$ cat src/include/gei_pkg.sv
// Constants, code maps and helpers shared by the gateway error indicator
package gei_pkg;

	// ----------------------------------------------------------------
	// Clock and timing
	// ----------------------------------------------------------------
	localparam int     CLK_HZ            = 10_000_000;
	localparam int     WARN_HOLD_S       = 60;
	localparam longint WARN_HOLD_CYC     = longint'(WARN_HOLD_S) * longint'(CLK_HZ);
	localparam int     HOLD_W            = 30;
	localparam int     MS_PER_S          = 1000;
	localparam int     CYC_PER_MS        = CLK_HZ / MS_PER_S;
	localparam int     PRE_W             = 14;
	localparam int     EXPL_TIMEOUT_MULT = 4;

	// ----------------------------------------------------------------
	// Register offsets and reset values
	// ----------------------------------------------------------------
	localparam logic [7:0]  ADDR_CTRL    = 8'h00;
	localparam logic [7:0]  ADDR_EPR     = 8'h04;
	localparam logic [7:0]  ADDR_STATUS  = 8'h08;
	localparam logic [7:0]  ADDR_DETAIL  = 8'h0c;
	localparam int          CTRL_SCRIPTED_BIT = 0;
	localparam int          CTRL_CONFIG_BIT   = 1;
	localparam int          CTRL_PATTERN_LSB  = 4;
	localparam logic [15:0] EPR_RST      = 16'h0000;
	localparam logic [3:0]  PATTERN_RST  = 4'h0;

	// ----------------------------------------------------------------
	// Error numbers
	// ----------------------------------------------------------------
	localparam logic [3:0] CODE_NONE        = 4'h0;
	localparam logic [3:0] CODE_SERIOUS_MAX = 4'h5;
	localparam logic [3:0] CODE_RESERVED6   = 4'h6;
	localparam logic [3:0] CODE_FB_GENERAL  = 4'ha;
	localparam logic [3:0] SC_RESERVED12    = 4'hc;
	localparam logic [3:0] SC_RESERVED13    = 4'hd;
	localparam logic [3:0] SC_RESERVED15    = 4'hf;

	// ----------------------------------------------------------------
	// One-hot detail fault word
	// ----------------------------------------------------------------
	localparam int DETAIL_W           = 11;
	localparam int DET_DUP_NODE       = 0;
	localparam int DET_RX_QUEUE       = 1;
	localparam int DET_TX_QUEUE       = 2;
	localparam int DET_IO_SEND        = 3;
	localparam int DET_BUS_OFF        = 4;
	localparam int DET_CTRL_OVERRUN   = 5;
	localparam int DET_EXPL_TIMEOUT   = 6;
	localparam int DET_IO_TIMEOUT     = 7;
	localparam int DET_IO_DELETED     = 8;
	localparam int DET_NET_RESET      = 9;
	localparam int DET_BUS_SENSE      = 10;

	// Reserved numbers differ between the two product variants
	function automatic logic code_legal(input logic scripted, input logic [3:0] code);
		if (code == CODE_NONE || code == CODE_RESERVED6) begin
			return 1'b0;
		end
		if (scripted && (code == SC_RESERVED12 || code == SC_RESERVED13 ||
			code == SC_RESERVED15)) begin
			return 1'b0;
		end
		return 1'b1;
	endfunction

endpackage

$ cat src/hdl/gei_countdown.sv
// Loadable down-counter that marks a hold interval and its expiry
`timescale 1ns/10ps
`default_nettype none
module gei_countdown #(
	parameter int W = 30
) (
	// Clock and reset
	input  wire logic         clk_in,
	input  wire logic         rst_n_in,
	// Control
	input  wire logic         load_in,
	input  wire logic [W-1:0] load_value_in,
	// Status
	output logic              active_out,
	output logic              expire_out
);

	logic [W-1:0] count;

	// A reload in the last cycle restarts the interval instead of ending it
	assign expire_out = active_out && (count == '0) && !load_in;

	always_ff @(posedge clk_in) begin
		if (!rst_n_in) begin
			count      <= '0;
			active_out <= 1'b0;
		end else if (load_in) begin
			count      <= load_value_in;
			active_out <= 1'b1;
		end else if (active_out) begin
			if (count == '0) begin
				active_out <= 1'b0;
			end else begin
				count <= count - W'(1);
			end
		end
	end

	a_hold_ends: assert property (@(posedge clk_in) disable iff (!rst_n_in)
		expire_out |=> !active_out)
		else $error("hold interval did not end on expiry");

endmodule
`default_nettype wire

$ cat src/hdl/gei_expl_watchdog.sv
// Explicit connection watchdog: no traffic for four packet intervals
`timescale 1ns/10ps
`default_nettype none
module gei_expl_watchdog import gei_pkg::*; #(
	parameter int EPR_W = 16
) (
	// Clock and reset
	input  wire logic             clk_in,
	input  wire logic             rst_n_in,
	// Expected packet interval in ms, zero disables
	input  wire logic [EPR_W-1:0] epr_ms_in,
	input  wire logic             traffic_in,
	// One-cycle timeout event
	output logic                  timeout_out
);

	localparam int         MS_W  = EPR_W + 2;
	localparam logic [PRE_W-1:0] PRE_LOAD = PRE_W'(CYC_PER_MS - 1);

	logic [PRE_W-1:0] pre;
	logic [MS_W-1:0]  ms_count;
	logic [MS_W-1:0]  limit;
	logic             armed;
	logic             ms_tick;
	logic             hit;

	assign ms_tick = (pre == '0);
	assign limit   = MS_W'(epr_ms_in) * MS_W'(EXPL_TIMEOUT_MULT);
	assign hit     = armed && (limit != '0) && (ms_count >= limit);

	always_ff @(posedge clk_in) begin
		if (!rst_n_in || traffic_in || ms_tick) begin
			pre <= PRE_LOAD;
		end else begin
			pre <= pre - PRE_W'(1);
		end
	end

	// Count stops at the limit so one silence gives one event
	always_ff @(posedge clk_in) begin
		if (!rst_n_in || traffic_in) begin
			ms_count <= '0;
		end else if (ms_tick && armed && ms_count < limit) begin
			ms_count <= ms_count + MS_W'(1);
		end
	end

	always_ff @(posedge clk_in) begin
		if (!rst_n_in) begin
			armed       <= 1'b1;
			timeout_out <= 1'b0;
		end else begin
			timeout_out <= hit && !traffic_in;
			if (traffic_in) begin
				armed <= 1'b1;
			end else if (hit) begin
				armed <= 1'b0;
			end
		end
	end

	a_expl_timeout: assert property (@(posedge clk_in) disable iff (!rst_n_in)
		timeout_out |-> !armed && ms_count == limit && limit != '0)
		else $error("explicit timeout raised before four intervals");

endmodule
`default_nettype wire

$ cat src/hdl/gei_error_indicator.sv
// Gateway error indicator: error latch, warning hold, display, emergency, APB
`timescale 1ns/10ps
`default_nettype none
module gei_error_indicator import gei_pkg::*; #(
	parameter longint WARN_HOLD_CYCLES = WARN_HOLD_CYC,
	parameter int     EPR_W            = 16
) (
	// Clock and reset
	input  wire logic                CLK_SYS_IN,
	input  wire logic                RESET_N_IN,
	// APB slave
	input  wire logic                PSEL_IN,
	input  wire logic                PENABLE_IN,
	input  wire logic                PWRITE_IN,
	input  wire logic [7:0]          PADDR_IN,
	input  wire logic [31:0]         PWDATA_IN,
	output logic      [31:0]         PRDATA_OUT,
	output logic                     PREADY_OUT,
	output logic                     PSLVERR_OUT,
	// Error sources from the gateway logic
	input  wire logic                ERR_RAISE_IN,
	input  wire logic [3:0]          ERR_CODE_IN,
	input  wire logic [DETAIL_W-1:0] DETAIL_FAULT_IN,
	input  wire logic                EXPL_TRAFFIC_IN,
	// Indicators
	output logic                     STATE_RED_OUT,
	output logic      [3:0]          ERR_NUM_OUT,
	// Emergency message to the fieldbus side
	output logic                     EMCY_VALID_OUT,
	output logic      [3:0]          EMCY_CODE_OUT,
	input  wire logic                EMCY_READY_IN
);

	// ----------------------------------------------------------------
	// Declarations
	// ----------------------------------------------------------------
	localparam logic [HOLD_W-1:0] HOLD_LOAD = HOLD_W'(WARN_HOLD_CYCLES - 1);

	logic                ctrl_scripted;
	logic                ctrl_config;
	logic [3:0]          ctrl_pattern;
	logic [EPR_W-1:0]    epr_ms;
	logic [DETAIL_W-1:0] detail_fault_word;
	logic [DETAIL_W-1:0] detail_set;
	logic [DETAIL_W-1:0] detail_clr;
	logic [DETAIL_W-1:0] next_detail;
	logic                serious_latched;
	logic [3:0]          serious_code;
	logic [3:0]          warn_code;
	logic                warn_active;
	logic                warn_load;
	logic                raise_ok;
	logic                raise_serious;
	logic                raise_warn;
	logic                fb_active;
	logic                fb_active_q;
	logic                fb_rise;
	logic                emcy_event;
	logic [3:0]          emcy_new_code;
	logic                err_any;
	logic [3:0]          next_disp;
	logic                expl_timeout;
	logic                apb_setup;
	logic                apb_write;
	logic                addr_hit;
	logic [31:0]         next_rdata;

	// ----------------------------------------------------------------
	// Error classification
	// ----------------------------------------------------------------
	// Reserved numbers of the active variant are dropped at the source
	assign raise_ok      = ERR_RAISE_IN && code_legal(ctrl_scripted, ERR_CODE_IN);
	assign raise_serious = raise_ok && (ERR_CODE_IN <= CODE_SERIOUS_MAX);
	assign raise_warn    = raise_ok && !raise_serious;
	assign fb_active     = ctrl_scripted && (detail_fault_word != '0);
	assign fb_rise       = fb_active && !fb_active_q;
	// A live fieldbus fault keeps reloading the hold so 10 stays up
	assign warn_load     = raise_warn || fb_active;

	always_ff @(posedge CLK_SYS_IN) begin
		if (!RESET_N_IN) begin
			fb_active_q <= 1'b0;
		end else begin
			fb_active_q <= fb_active;
		end
	end

	// ----------------------------------------------------------------
	// Serious error latch
	// ----------------------------------------------------------------
	// Only reset clears it; the first serious number is the one kept
	always_ff @(posedge CLK_SYS_IN) begin
		if (!RESET_N_IN) begin
			serious_latched <= 1'b0;
			serious_code    <= CODE_NONE;
		end else if (raise_serious && !serious_latched) begin
			serious_latched <= 1'b1;
			serious_code    <= ERR_CODE_IN;
		end
	end

	// ----------------------------------------------------------------
	// Warning hold
	// ----------------------------------------------------------------
	always_ff @(posedge CLK_SYS_IN) begin
		if (!RESET_N_IN) begin
			warn_code <= CODE_NONE;
		end else if (fb_active) begin
			warn_code <= CODE_FB_GENERAL;
		end else if (raise_warn) begin
			warn_code <= ERR_CODE_IN;
		end
	end

	gei_countdown #(
		.W (HOLD_W)
	) u_warn_hold (
		.clk_in        (CLK_SYS_IN),
		.rst_n_in      (RESET_N_IN),
		.load_in       (warn_load),
		.load_value_in (HOLD_LOAD),
		.active_out    (warn_active),
		.expire_out    ()
	);

	// ----------------------------------------------------------------
	// Display
	// ----------------------------------------------------------------
	assign err_any = serious_latched || warn_active;

	always_comb begin
		if (serious_latched) begin
			next_disp = serious_code;
		end else if (warn_active) begin
			next_disp = warn_code;
		end else begin
			next_disp = CODE_NONE;
		end
	end

	always_ff @(posedge CLK_SYS_IN) begin
		if (!RESET_N_IN) begin
			STATE_RED_OUT <= 1'b0;
			ERR_NUM_OUT   <= CODE_NONE;
		end else begin
			STATE_RED_OUT <= err_any;
			// Config mode hands ERR_NUM_OUT over to ctrl_pattern; STATE_RED_OUT still follows the error state
			ERR_NUM_OUT   <= ctrl_config ? ctrl_pattern : next_disp;
		end
	end

	// ----------------------------------------------------------------
	// Emergency message
	// ----------------------------------------------------------------
	assign emcy_event    = raise_ok || fb_rise;
	assign emcy_new_code = raise_ok ? ERR_CODE_IN : CODE_FB_GENERAL;

	// One slot: a newer event overwrites one not yet taken, set wins
	always_ff @(posedge CLK_SYS_IN) begin
		if (!RESET_N_IN) begin
			EMCY_VALID_OUT <= 1'b0;
			EMCY_CODE_OUT  <= CODE_NONE;
		end else if (emcy_event) begin
			EMCY_VALID_OUT <= 1'b1;
			EMCY_CODE_OUT  <= emcy_new_code;
		end else if (EMCY_READY_IN) begin
			EMCY_VALID_OUT <= 1'b0;
		end
	end

	// ----------------------------------------------------------------
	// Detail fault word
	// ----------------------------------------------------------------
	gei_expl_watchdog #(
		.EPR_W (EPR_W)
	) u_expl_wd (
		.clk_in      (CLK_SYS_IN),
		.rst_n_in    (RESET_N_IN),
		.epr_ms_in   (epr_ms),
		.traffic_in  (EXPL_TRAFFIC_IN),
		.timeout_out (expl_timeout)
	);

	always_comb begin
		detail_set                   = DETAIL_FAULT_IN;
		detail_set[DET_EXPL_TIMEOUT] = expl_timeout;
		detail_clr                   = '0;
		if (apb_write && PADDR_IN == ADDR_DETAIL) begin
			detail_clr = PWDATA_IN[DETAIL_W-1:0];
		end
		next_detail = (detail_fault_word & ~detail_clr) | detail_set;
	end

	always_ff @(posedge CLK_SYS_IN) begin
		if (!RESET_N_IN) begin
			detail_fault_word <= '0;
		end else begin
			detail_fault_word <= next_detail;
		end
	end

	// ----------------------------------------------------------------
	// APB slave
	// ----------------------------------------------------------------
	assign apb_setup   = PSEL_IN && !PENABLE_IN;
	assign apb_write   = PSEL_IN && PENABLE_IN && PWRITE_IN;
	assign addr_hit    = (PADDR_IN == ADDR_CTRL) || (PADDR_IN == ADDR_EPR) ||
		(PADDR_IN == ADDR_STATUS) || (PADDR_IN == ADDR_DETAIL);
	// Zero wait states keep the answer in the first access cycle
	assign PREADY_OUT  = 1'b1;
	assign PSLVERR_OUT = PSEL_IN && PENABLE_IN && !addr_hit;

	always_ff @(posedge CLK_SYS_IN) begin
		if (!RESET_N_IN) begin
			ctrl_scripted <= 1'b0;
			ctrl_config   <= 1'b0;
			ctrl_pattern  <= PATTERN_RST;
		end else if (apb_write && PADDR_IN == ADDR_CTRL) begin
			ctrl_scripted <= PWDATA_IN[CTRL_SCRIPTED_BIT];
			ctrl_config   <= PWDATA_IN[CTRL_CONFIG_BIT];
			ctrl_pattern  <= PWDATA_IN[CTRL_PATTERN_LSB +: 4];
		end
	end

	always_ff @(posedge CLK_SYS_IN) begin
		if (!RESET_N_IN) begin
			epr_ms <= EPR_W'(EPR_RST);
		end else if (apb_write && PADDR_IN == ADDR_EPR) begin
			epr_ms <= PWDATA_IN[EPR_W-1:0];
		end
	end

	always_comb begin
		next_rdata = '0;
		unique case (PADDR_IN)
			ADDR_CTRL: begin
				next_rdata[CTRL_SCRIPTED_BIT]       = ctrl_scripted;
				next_rdata[CTRL_CONFIG_BIT]         = ctrl_config;
				next_rdata[CTRL_PATTERN_LSB +: 4]   = ctrl_pattern;
			end
			ADDR_EPR: begin
				next_rdata[EPR_W-1:0] = epr_ms;
			end
			ADDR_STATUS: begin
				next_rdata[3:0]  = next_disp;
				next_rdata[7:4]  = serious_code;
				next_rdata[11:8] = warn_code;
				next_rdata[12]   = serious_latched;
				next_rdata[13]   = warn_active;
				next_rdata[14]   = EMCY_VALID_OUT;
			end
			ADDR_DETAIL: begin
				next_rdata[DETAIL_W-1:0] = detail_fault_word;
			end
			default: begin
				next_rdata = '0;
			end
		endcase
	end

	// Read data is captured in the setup cycle and stands through access
	always_ff @(posedge CLK_SYS_IN) begin
		if (!RESET_N_IN) begin
			PRDATA_OUT <= '0;
		end else if (apb_setup) begin
			PRDATA_OUT <= next_rdata;
		end
	end

	// ----------------------------------------------------------------
	// Assertions
	// ----------------------------------------------------------------
	a_red_tracks_err: assert property (@(posedge CLK_SYS_IN) disable iff (!RESET_N_IN)
		1'b1 |=> STATE_RED_OUT == $past(err_any))
		else $error("red indicator does not follow error state");

	a_emcy_on_raise: assert property (@(posedge CLK_SYS_IN) disable iff (!RESET_N_IN)
		raise_ok |=> EMCY_VALID_OUT && EMCY_CODE_OUT == $past(ERR_CODE_IN))
		else $error("raised error not offered as emergency");

	a_emcy_stable: assert property (@(posedge CLK_SYS_IN) disable iff (!RESET_N_IN)
		EMCY_VALID_OUT && !EMCY_READY_IN && !emcy_event |=> EMCY_VALID_OUT && $stable(EMCY_CODE_OUT))
		else $error("emergency dropped before it was taken");

	a_serious_sticky: assert property (@(posedge CLK_SYS_IN) disable iff (!RESET_N_IN)
		serious_latched |=> serious_latched && $stable(serious_code))
		else $error("serious error left the latch");

	a_warn_held: assert property (@(posedge CLK_SYS_IN) disable iff (!RESET_N_IN)
		raise_warn |=> warn_active [*8])
		else $error("warning not held after raise");

	a_config_pattern: assert property (@(posedge CLK_SYS_IN) disable iff (!RESET_N_IN)
		ctrl_config |=> ERR_NUM_OUT == $past(ctrl_pattern))
		else $error("config mode leaked an error number");

	a_reserved_drop: assert property (@(posedge CLK_SYS_IN) disable iff (!RESET_N_IN)
		ERR_RAISE_IN && ERR_CODE_IN == CODE_RESERVED6 && !fb_active |=> $stable(warn_code))
		else $error("reserved number was accepted");

	a_fb_code10: assert property (@(posedge CLK_SYS_IN) disable iff (!RESET_N_IN)
		fb_active |=> warn_active && warn_code == CODE_FB_GENERAL)
		else $error("fieldbus fault not shown as 10");

	a_detail_set: assert property (@(posedge CLK_SYS_IN) disable iff (!RESET_N_IN)
		detail_set != '0 |=> (detail_fault_word & $past(detail_set)) == $past(detail_set))
		else $error("detail fault lost against clear");

	a_serious_first: assert property (@(posedge CLK_SYS_IN) disable iff (!RESET_N_IN)
		serious_latched && !ctrl_config |=> ERR_NUM_OUT == $past(serious_code))
		else $error("warning shown over serious error");

endmodule
`default_nettype wire

$ cat config.mk
export PLATFORM = sky130hd
export DESIGN_NAME = gei_error_indicator
export DESIGN_NICKNAME = d
export VERILOG_FILES = /design/src/include/gei_pkg.sv /design/src/hdl/gei_countdown.sv /design/src/hdl/gei_expl_watchdog.sv /design/src/hdl/gei_error_indicator.sv
export SDC_FILE = /design/constraint.sdc
export NUM_CORES = 1
export LEC_CHECK = 0
export ABC_AREA = 0
export BUFFER_PORTS_ARGS = -buffer_cell sky130_fd_sc_hd__buf_4
export CORE_MARGIN = 5
export CORE_UTILIZATION = 35
export CTS_BUF_LIST = sky130_fd_sc_hd__clkbuf_16
export CTS_CLUSTER_SIZE = 8
export DETAILED_ROUTE_END_ITERATION = 8
export PLACE_DENSITY_LB_ADDON = 0.1
export SLEW_MARGIN = 25
export SYNTH_ARGS = -nofsm -noshare
export SYNTH_HDL_FRONTEND = slang
export SYNTH_SLANG_ARGS = --single-unit
export TNS_END_PERCENT = 20
$ cat constraint.sdc
create_clock -name CLK_SYS_IN -period 9.08 [get_ports CLK_SYS_IN]
set_clock_uncertainty 0.1 [all_clocks]
set_input_delay 0 -clock CLK_SYS_IN [delete_from_list [all_inputs] [get_ports CLK_SYS_IN]]
set_output_delay 0 -clock CLK_SYS_IN [all_outputs]
set_load 0.1 [all_outputs]
==> metrics.md, run 1 <==
| Metric | Value |
|---|---|
| Status | completed |
| Final Non-Filler Cells | 1115 |
| Max cap viols | 0 |
| Final Critical Period | around 3.6 ns |
| Hold crit path type | input pin to flop |
| # rows | 49 |
| Peak Freq | roughly 0.28 GHz |
| Setup CP Type | flop to flop |
| Antenna Cells | 0 |
| Element type at the critical path end | flop |
| Vias in the first global route | 5764 |
| Nets | approximately 960 |
| Largest net degree at the start of global routing | 73 |
| Slew HR | 0.324 |
| Antenna violations before repair | 0 |
| Post-route setup slack | between 5 and 6 ns |
| Clk sink count | 134 |
| First DRT Iteration DRCs | roughly 350 |
| Routed Antenna Nets | 0 |
| Yosys cell types | 53 |
| FF+latch count, synth | between 100 and 150 |
| Setup_tns | 0 ns |
| Crit share post-route | 0.392 |
| DRC Markers | 0 |
| Max Used Layer | met4 |
| Syn-to-layout area delta | 27.4% |
| Startpoint Class | flop |
| DRT met1 WL | between 8000 and 9000 um |
| Clk_lat worst skew | between 0.4 and 0.5 ns |
| Post_cts resized | 0 |
| RD Place Congestion | between 0.7 and 0.8 |
| Final Cell Area | 0.00825 sq mm |
| WL final | approximately 18000 um |
| Pre-CTS setup slack | 5.53 ns |
| Clock buffer depth | 2 |
| Detail-routed net length per standard cell | 16.3 um |
| CTS tree | yes |
| Core ar. | about 0.018 sq mm |
| Peak VDD IR | ~0.12 mV |
| Unrepaired setup endpoints after global routing | false |
| Req. time, crit path | 9.34 ns |
| Setup-failing EPs final | 0 |
| Congestion Overflow GR | 0 |
| Die area | approximately 0.021 sq mm |
| DR WL met3 | 814 um |
| Ys Warns | 0 |
| Htree depth | 4 |
| Die Y | 146 um |
| Vias post-DR | 5903 |
| Worst EP arrival | around 3.8 ns |
| Inserted Clock Buffers | 17 |
| Vias per cell | around 5.3 |
| Ys async rst share | 0 |
| Final Hold Fails | 0 |
| Detailed Routing Iterations Pass 1 | 5 |
| Length of routed met2 wiring | about 8900 um |
| R2R Setup Slk | roughly 5.5 ns |
| Ratio of cells with drive above 1 in the final layout | 0.138 |
| Gr usage total | 0.169 |
| DP HPWL | 13100 um |
| Root Buffer | clkbuf_16 |
| First-pass GRT wire length | between 20000 and 30000 um |
| Starting Density | 0.358 |
| Pwr dens | roughly 190 mW/mm^2 |
| Placed inst area | 0.00712 sq mm |
| Post-synthesis cell count | 769 |
| Ports | between 100 and 150 |
| Number of setup buffers added after CTS | 0 |
| CP max FO | 20 |
| Worst-Margin Slew | about 1.0 ns |
| Synth Flop Type | dfxtp_1 |
| Fillers | 1769 |
| Input/output buffers | around 70 |
| Hold slack | about 0.036 ns |
| DP Cell Count | 1035 |
| Syn Area/Cell | roughly 8.4 sq um |
| Fin. max-slew vios | 0 |
| Die X | roughly 150 um |
| Register area share after synthesis | 0.414 |
| EDFF count, synth | 0 |
| Worst-path clk slew | roughly 0.060 ns |
| Lkg Pwr | about 3.2 nW |
| Most frequent cells in the layout | dfxtp_1 (134), nand2_1 (86), nor2_1 (81), buf_4 (79), a21oi_1 (61) |
| Synth Cell Area | between 0.006 and 0.007 sq mm |
| Commonest non-fill, non-tap cell in the layout | dfxtp_1 |
## per-layer routing
layer,up-vias,track usage
met4,0,0.0470
met1,2806,0.215
met5,-,0
li1,2924,-
met3,19,0.0397
met2,154,0.290
## stage by stage
step / util / power [mW]
after floorplan: - / 0.754
final: 0.456 / 1.56
after global placement: 0.393 / 0.790
after detailed placement: 0.393 / 0.793
after CTS: 0.456 / 1.58
after global routing: 0.456 / 1.63
## cell type report
type	count	area, sq um	area share
multi-input cells	566	3450	0.418
well taps	229	287	0.0347
repair buffers	127	1070	0.130
clock inverters	15	231	0.0280
flip-flops and latches	134	2680	0.325
inverters	27	101	0.0123
clock buffers	17	425	0.0515
## power by group
part	leakage [nW]	switching, mW	internal, mW
combinational	1.79	0.113	0.0630
sequential	1.09	0.0171	0.605
clock	0.320	0.255	0.512
## registers in the layout, summed over array words and instances, names as in the netlist, 11 cells and up
| signal | count |
|---|---|
| detail_fault_word | 11 |
| u_warn_hold.count | 30 |
| u_expl_wd.pre | 14 |
| PRDATA_OUT | 16 |
| epr_ms | 16 |
| u_expl_wd.ms_count | 18 |
## kinds of logic after synthesis
kind of cell / Yosys count / share of synthesized area
XOR/XNOR: 35 / 0.0473
multiplexers: 15 / 0.0347
flip-flops: 134 / 0.414
adder cells (fa/ha/maj): 20 / 0.0386
AND/OR/NAND/NOR: 311 / 0.235
AO/OA/AOI/OAI: 168 / 0.168
buffers and inverters: 84 / 0.0620
other: 2 / 0.00116
## cell usage after synthesis (16+ instances only)
| master | number | share of area |
|---|---|---|
| dfxtp_1 | 134 | 0.41 |
| nand2_1 | 86 | 0.050 |
| nor2_1 | 81 | 0.047 |
| a21oi_1 | 61 | 0.047 |
| clkbuf_1 | 37 | 0.021 |
| nand3_1 | 32 | 0.025 |
| inv_1 | 26 | 0.015 |
| ha_1 | 20 | 0.039 |
| o21ai_0 | 20 | 0.015 |
| a22oi_1 | 19 | 0.022 |
| nor4_1 | 19 | 0.018 |
| xnor2_1 | 18 | 0.024 |
| buf_4 | 17 | 0.020 |
| xor2_1 | 17 | 0.023 |
| nor3_1 | 16 | 0.012 |
## critical path, cell delays in order (launching register included)
cell,delay (ns)
dfxtp_1,0.31
inv_1,0.05
ha_1,0.19
or4b_4,0.53
or4_4,0.58
or4b_1,0.49
or4b_4,0.66
or4_1,0.50
nand2_1,0.08
## what timing repair did
| item | in CTS | in global routing |
|---|---|---|
| endpoints found under the setup margin | 0 | 0 |
| endpoints found under the hold margin | 59 | 0 |
| hold buffers | 48 | 0 |
## path summary, 6_finish.rpt
check	startpoint	endpoint	depth (start not counted)
setup / recovery	u_expl_wd.pre[0]	u_expl_wd.ms_count[9]	8
setup reg to reg	u_expl_wd.pre[0]	u_expl_wd.ms_count[9]	8
hold / removal	PADDR_IN[2]	PRDATA_OUT[2]	4
hold reg to reg	u_expl_wd.pre[0]	u_expl_wd.pre[0]	1
Power figures use the tool's default switching activity.
==> run 2: changes to the inputs <==
Settings changed: ABC_AREA 0 to 1.
Clock period 9.08 ns to 3.06 ns, I/O delays scaled along.
==> run 2 against run 1 <==
Effect of this change:
- sequential cell count unchanged
- area after synthesis grew 15%
- clock-buffer cell count unchanged
- core utilization shrank 1.6 points
- largest cell class unchanged
- die area grew 14%
- sequential power rose to 3.0 times the previous value
==> metrics.md, run 2 <==
| Metric | Value |
|---|---|
| Status | completed |
| Vias post-DR | 7292 (+24%) |
| Input/output buffers | 72 (unchanged) |
| Unrepaired setup endpoints after global routing | false |
| Family with the most delay on the worst path | buffers and inverters |
| Combinational share of power | 0.159 (+0.047) |
| Die area | 0.0242 sq mm (+14%) |
| Vias in the first global route | 6623 (+15%) |
| Starting Density | 0.355 (-0.00374) |
| Number of setup buffers added after CTS | 0 (unchanged) |
| Detailed Routing Iterations Pass 1 | 6 (+1) |
| RD Place Congestion | 0.854 (+7.2%) |
| Peak VDD IR | 0.298 mV (+140%) |
| Met1 Use GR | 0.261 (+0.0466) |
| Startpoint Class | input pin |
| Largest Register | u_warn_hold.count |
| Yosys cell types | 39 (-26%) |
| CTS tree | yes |
| Hold crit path type | input pin to flop |
| Psw | 1.42 mW (+270%) |
| Final Hold Fails | 0 (unchanged) |
| Cell taking the most area after synthesis | dfxtp_1 |
| Commonest non-fill, non-tap cell in the layout | nand2_1 |
| Peak Freq | 0.383 GHz |
| CP max stage delay | 0.64 ns (-0.02 ns) |
| Congestion Overflow GR | 0 (unchanged) |
| Switching share of power | 0.294 (+0.0483) |
| Element type at the critical path end | flop |
| Die X | 156 um (+6.6%) |
| Root Buffer | clkbuf_16 |
| Die Y | 156 um (+6.6%) |
| Detail-routed net length per standard cell | 14.6 um (-10%) |
| # rows | 53 (+8.2%) |
| Biggest regs | u_warn_hold.count (30), u_expl_wd.ms_count (18) |
| Synth Flop Type | dfxtp_1 |
| Most used routing layer | met2 |
| Setup_tns | 0 ns (unchanged) |
| Max cap viols | 0 (unchanged) |
| Post-CTS Hold Fix Bufs | 50 (+4.2%) |
| Clk_lat worst skew | 0.42 ns (about the same) |
| Crit-path cells | dlygate4sd3_1, buf_4, inv_1, nor3_1, buf_4, nand2_1, nor2_1, nand2_1, a21oi_1, dlygate4sd3_1, nor2_1 |
| Most frequent cell after synthesis | nand2_1 |
| Most frequent cells in the layout | nand2_1 (237), nor2_1 (163), dfxtp_1 (134), inv_1 (122), a21oi_1 (100) |
| Routed Antenna Nets | 0 (unchanged) |
| Htree depth | 4 (unchanged) |
| Post_cts resized | 0 (unchanged) |
| Ys Warns | 0 (unchanged) |
| Fin. max-slew vios | 0 (unchanged) |
| Gr usage total | 0.182 (+0.0128) |
| Number of flip-flops in the largest register | 30 (unchanged) |
| Nets | 1294 (+35%) |
| Clk sink count | 134 (unchanged) |
| WL final | 21900 um (+21%) |
| Lkg Pwr | 3.98 nW (+24%) |
| Final Critical Period | 2.61 ns |
| Ports | 107 (unchanged) |
| Clock Power Share | 0.457 (-0.033) |
| Synth Cell Area | 0.00743 sq mm (+15%) |
| Ys async rst share | 0 (unchanged) |
| CP max FO | 12 (-40%) |
| Top cells by count, synth | nand2_1 (237), nor2_1 (163), dfxtp_1 (134) |
| First-pass GRT wire length | 35500 um (+21%) |
| Pwr dens | 524 mW/mm^2 (+180%) |
| Req. time, crit path | 3.25 ns (-6.09 ns) |
| Internal | 3.42 mW (+190%) |
| Antenna Cells | 0 (unchanged) |
| Flop pwr share | 0.384 (-0.014) |
| Post-synthesis cell count | 1099 (+43%) |
| Slew HR | 0.425 (+0.101) |
| Post-synth top area share | 0.361 (-0.0529) |
| Buf/Inv on CP | 5 (+4) |
| Global Route met2 Usage | 0.284 (-0.00574) |
| First DRT Iteration DRCs | 475 (+35%) |
| Core ar. | 0.0210 sq mm (+16%) |
| Register area share after synthesis | 0.361 (-0.0529) |
| Vias per cell | 4.86 (-8.1%) |
| Fillers | 2223 (+26%) |
| Inserted Clock Buffers | 17 (unchanged) |
| Ratio of cells with drive above 1 in the final layout | 0.116 (-0.0217) |
| Worst-Margin Slew | 0.862 ns (-0.144 ns) |
| Largest net degree at the start of global routing | 46 (-37%) |
| M3 GR Usage | 0.0311 (-0.00860) |
| Worst-path clk slew | 0.06 ns (about the same) |
| DRC Markers | 0 (unchanged) |
| Clock buffer depth | 2 (unchanged) |
| EDFF count, synth | 0 (unchanged) |
| Worst EP arrival | 2.80 ns (-1.02 ns) |
| Antenna violations before repair | 0 (unchanged) |
| Slowest cell on the critical path | nor2_1 |
| Setup-failing EPs final | 0 (unchanged) |
| Hold slack | 0.0189 ns (-0.0167 ns) |
| Area contributors post-synth | dfxtp_1 (36%), nand2_1 (12%), nor2_1 (8.2%) |
| DP HPWL | 15800 um (+20%) |
| Setup CP Type | input pin to flop |
| Syn Area/Cell | 6.76 sq um (-20%) |
| Crit share post-route | 0.854 |
| FF+latch count, synth | 134 (unchanged) |
| Syn-to-layout area delta | 24.3% |
run 2: cell count changes after synthesis, sizes merged, moves of 12 or more:
| cell | change |
|---|---|
| buf | +16 |
| o21ai | +58 |
| nand3 | +40 |
| nand2b | -12 |
| nand4 | +30 |
| nor4 | -17 |
| a22oi | -19 |
| inv | +100 |
| nor2 | +91 |
| or4 | -15 |
| nand2 | +157 |
| a21oi | +41 |
| or3 | -14 |
| clkbuf | -21 |
run 2: worst paths after layout:
kind                         startpoint                     end  slack, ns  cells past startpoint
setup / recovery            PADDR_IN[3]   detail_fault_word[10]       0.45                     11
hold / removal              PADDR_IN[2]          PRDATA_OUT[11]       0.02                      6
setup reg to reg  u_expl_wd.ms_count[9]  u_expl_wd.ms_count[13]       0.90                      8
hold reg to reg        u_expl_wd.pre[0]        u_expl_wd.pre[0]       0.32                      1
run 2: layer usage:
| metal | wire [um] | part of all wire |
|---|---|---|
| met2 | 9770 | 0.45 |
| met1 | 10800 | 0.49 |
| met4 | 308 | 0.014 |
| met5 | 0 | 0 |
| met3 | 997 | 0.046 |
run 2: cell families (layout without fill, tap and decap cells):
family                   count (synthesis)  in the layout  synth area share
AND/OR/NAND/NOR                        544            544             0.331
AO/OA/AOI/OAI                          196            196             0.137
buffers and inverters                  179            289             0.108
flip-flops                             134            134             0.361
XOR/XNOR                                24             24            0.0283
adder cells (fa/ha/maj)                 20             20            0.0337
other                                    2             17           0.00101
run 2: worst register-to-register path, cell delays in order, from the launching register on:
cell and delay (ns):
dfxtp_1 0.45, ha_1 0.29, a21o_1 0.18, nor2_1 0.11
nand2_1 0.06, nand2_1 0.33, nand3_4 0.31, nand2_1 0.14
a21oi_1 0.07
run 2: power by group through the flow:
stage	Sequential, mW	Combinational (mW)	Clock [mW]
6_report	1.86	0.769	2.22
5_1_grt	1.87	0.845	2.34
3_3_place_gp	1.90	0.716	0
3_5_place_dp	1.90	0.717	0
2_1_floorplan	1.96	0.494	0
4_1_cts	1.86	0.772	2.26
run 2: area by class of cell:
class,count,area (sq um),share of cell area
Timing Repair Buffer,130,1100,0.119
Tap cell,275,344,0.0372
Sequential cell,134,2680,0.290
Multi-Input combinational cell,801,4000,0.433
Inverter,127,477,0.0516
Clock buffer,17,425,0.0461
Clock inverter,15,204,0.0221
run 2: stage by stage:
step,area (sq um),total power [mW],setup WS (ns),utilization,std cells
floorplan,7490,2.45,0.178,-,1114
global placement,8110,2.61,0.911,0.387,1417
detailed placement,8110,2.61,0.896,0.387,1417
CTS,9240,4.89,0.523,0.441,1499
global route,9240,5.05,0.266,0.441,1499
finish,9240,4.84,0.446,0.441,1499
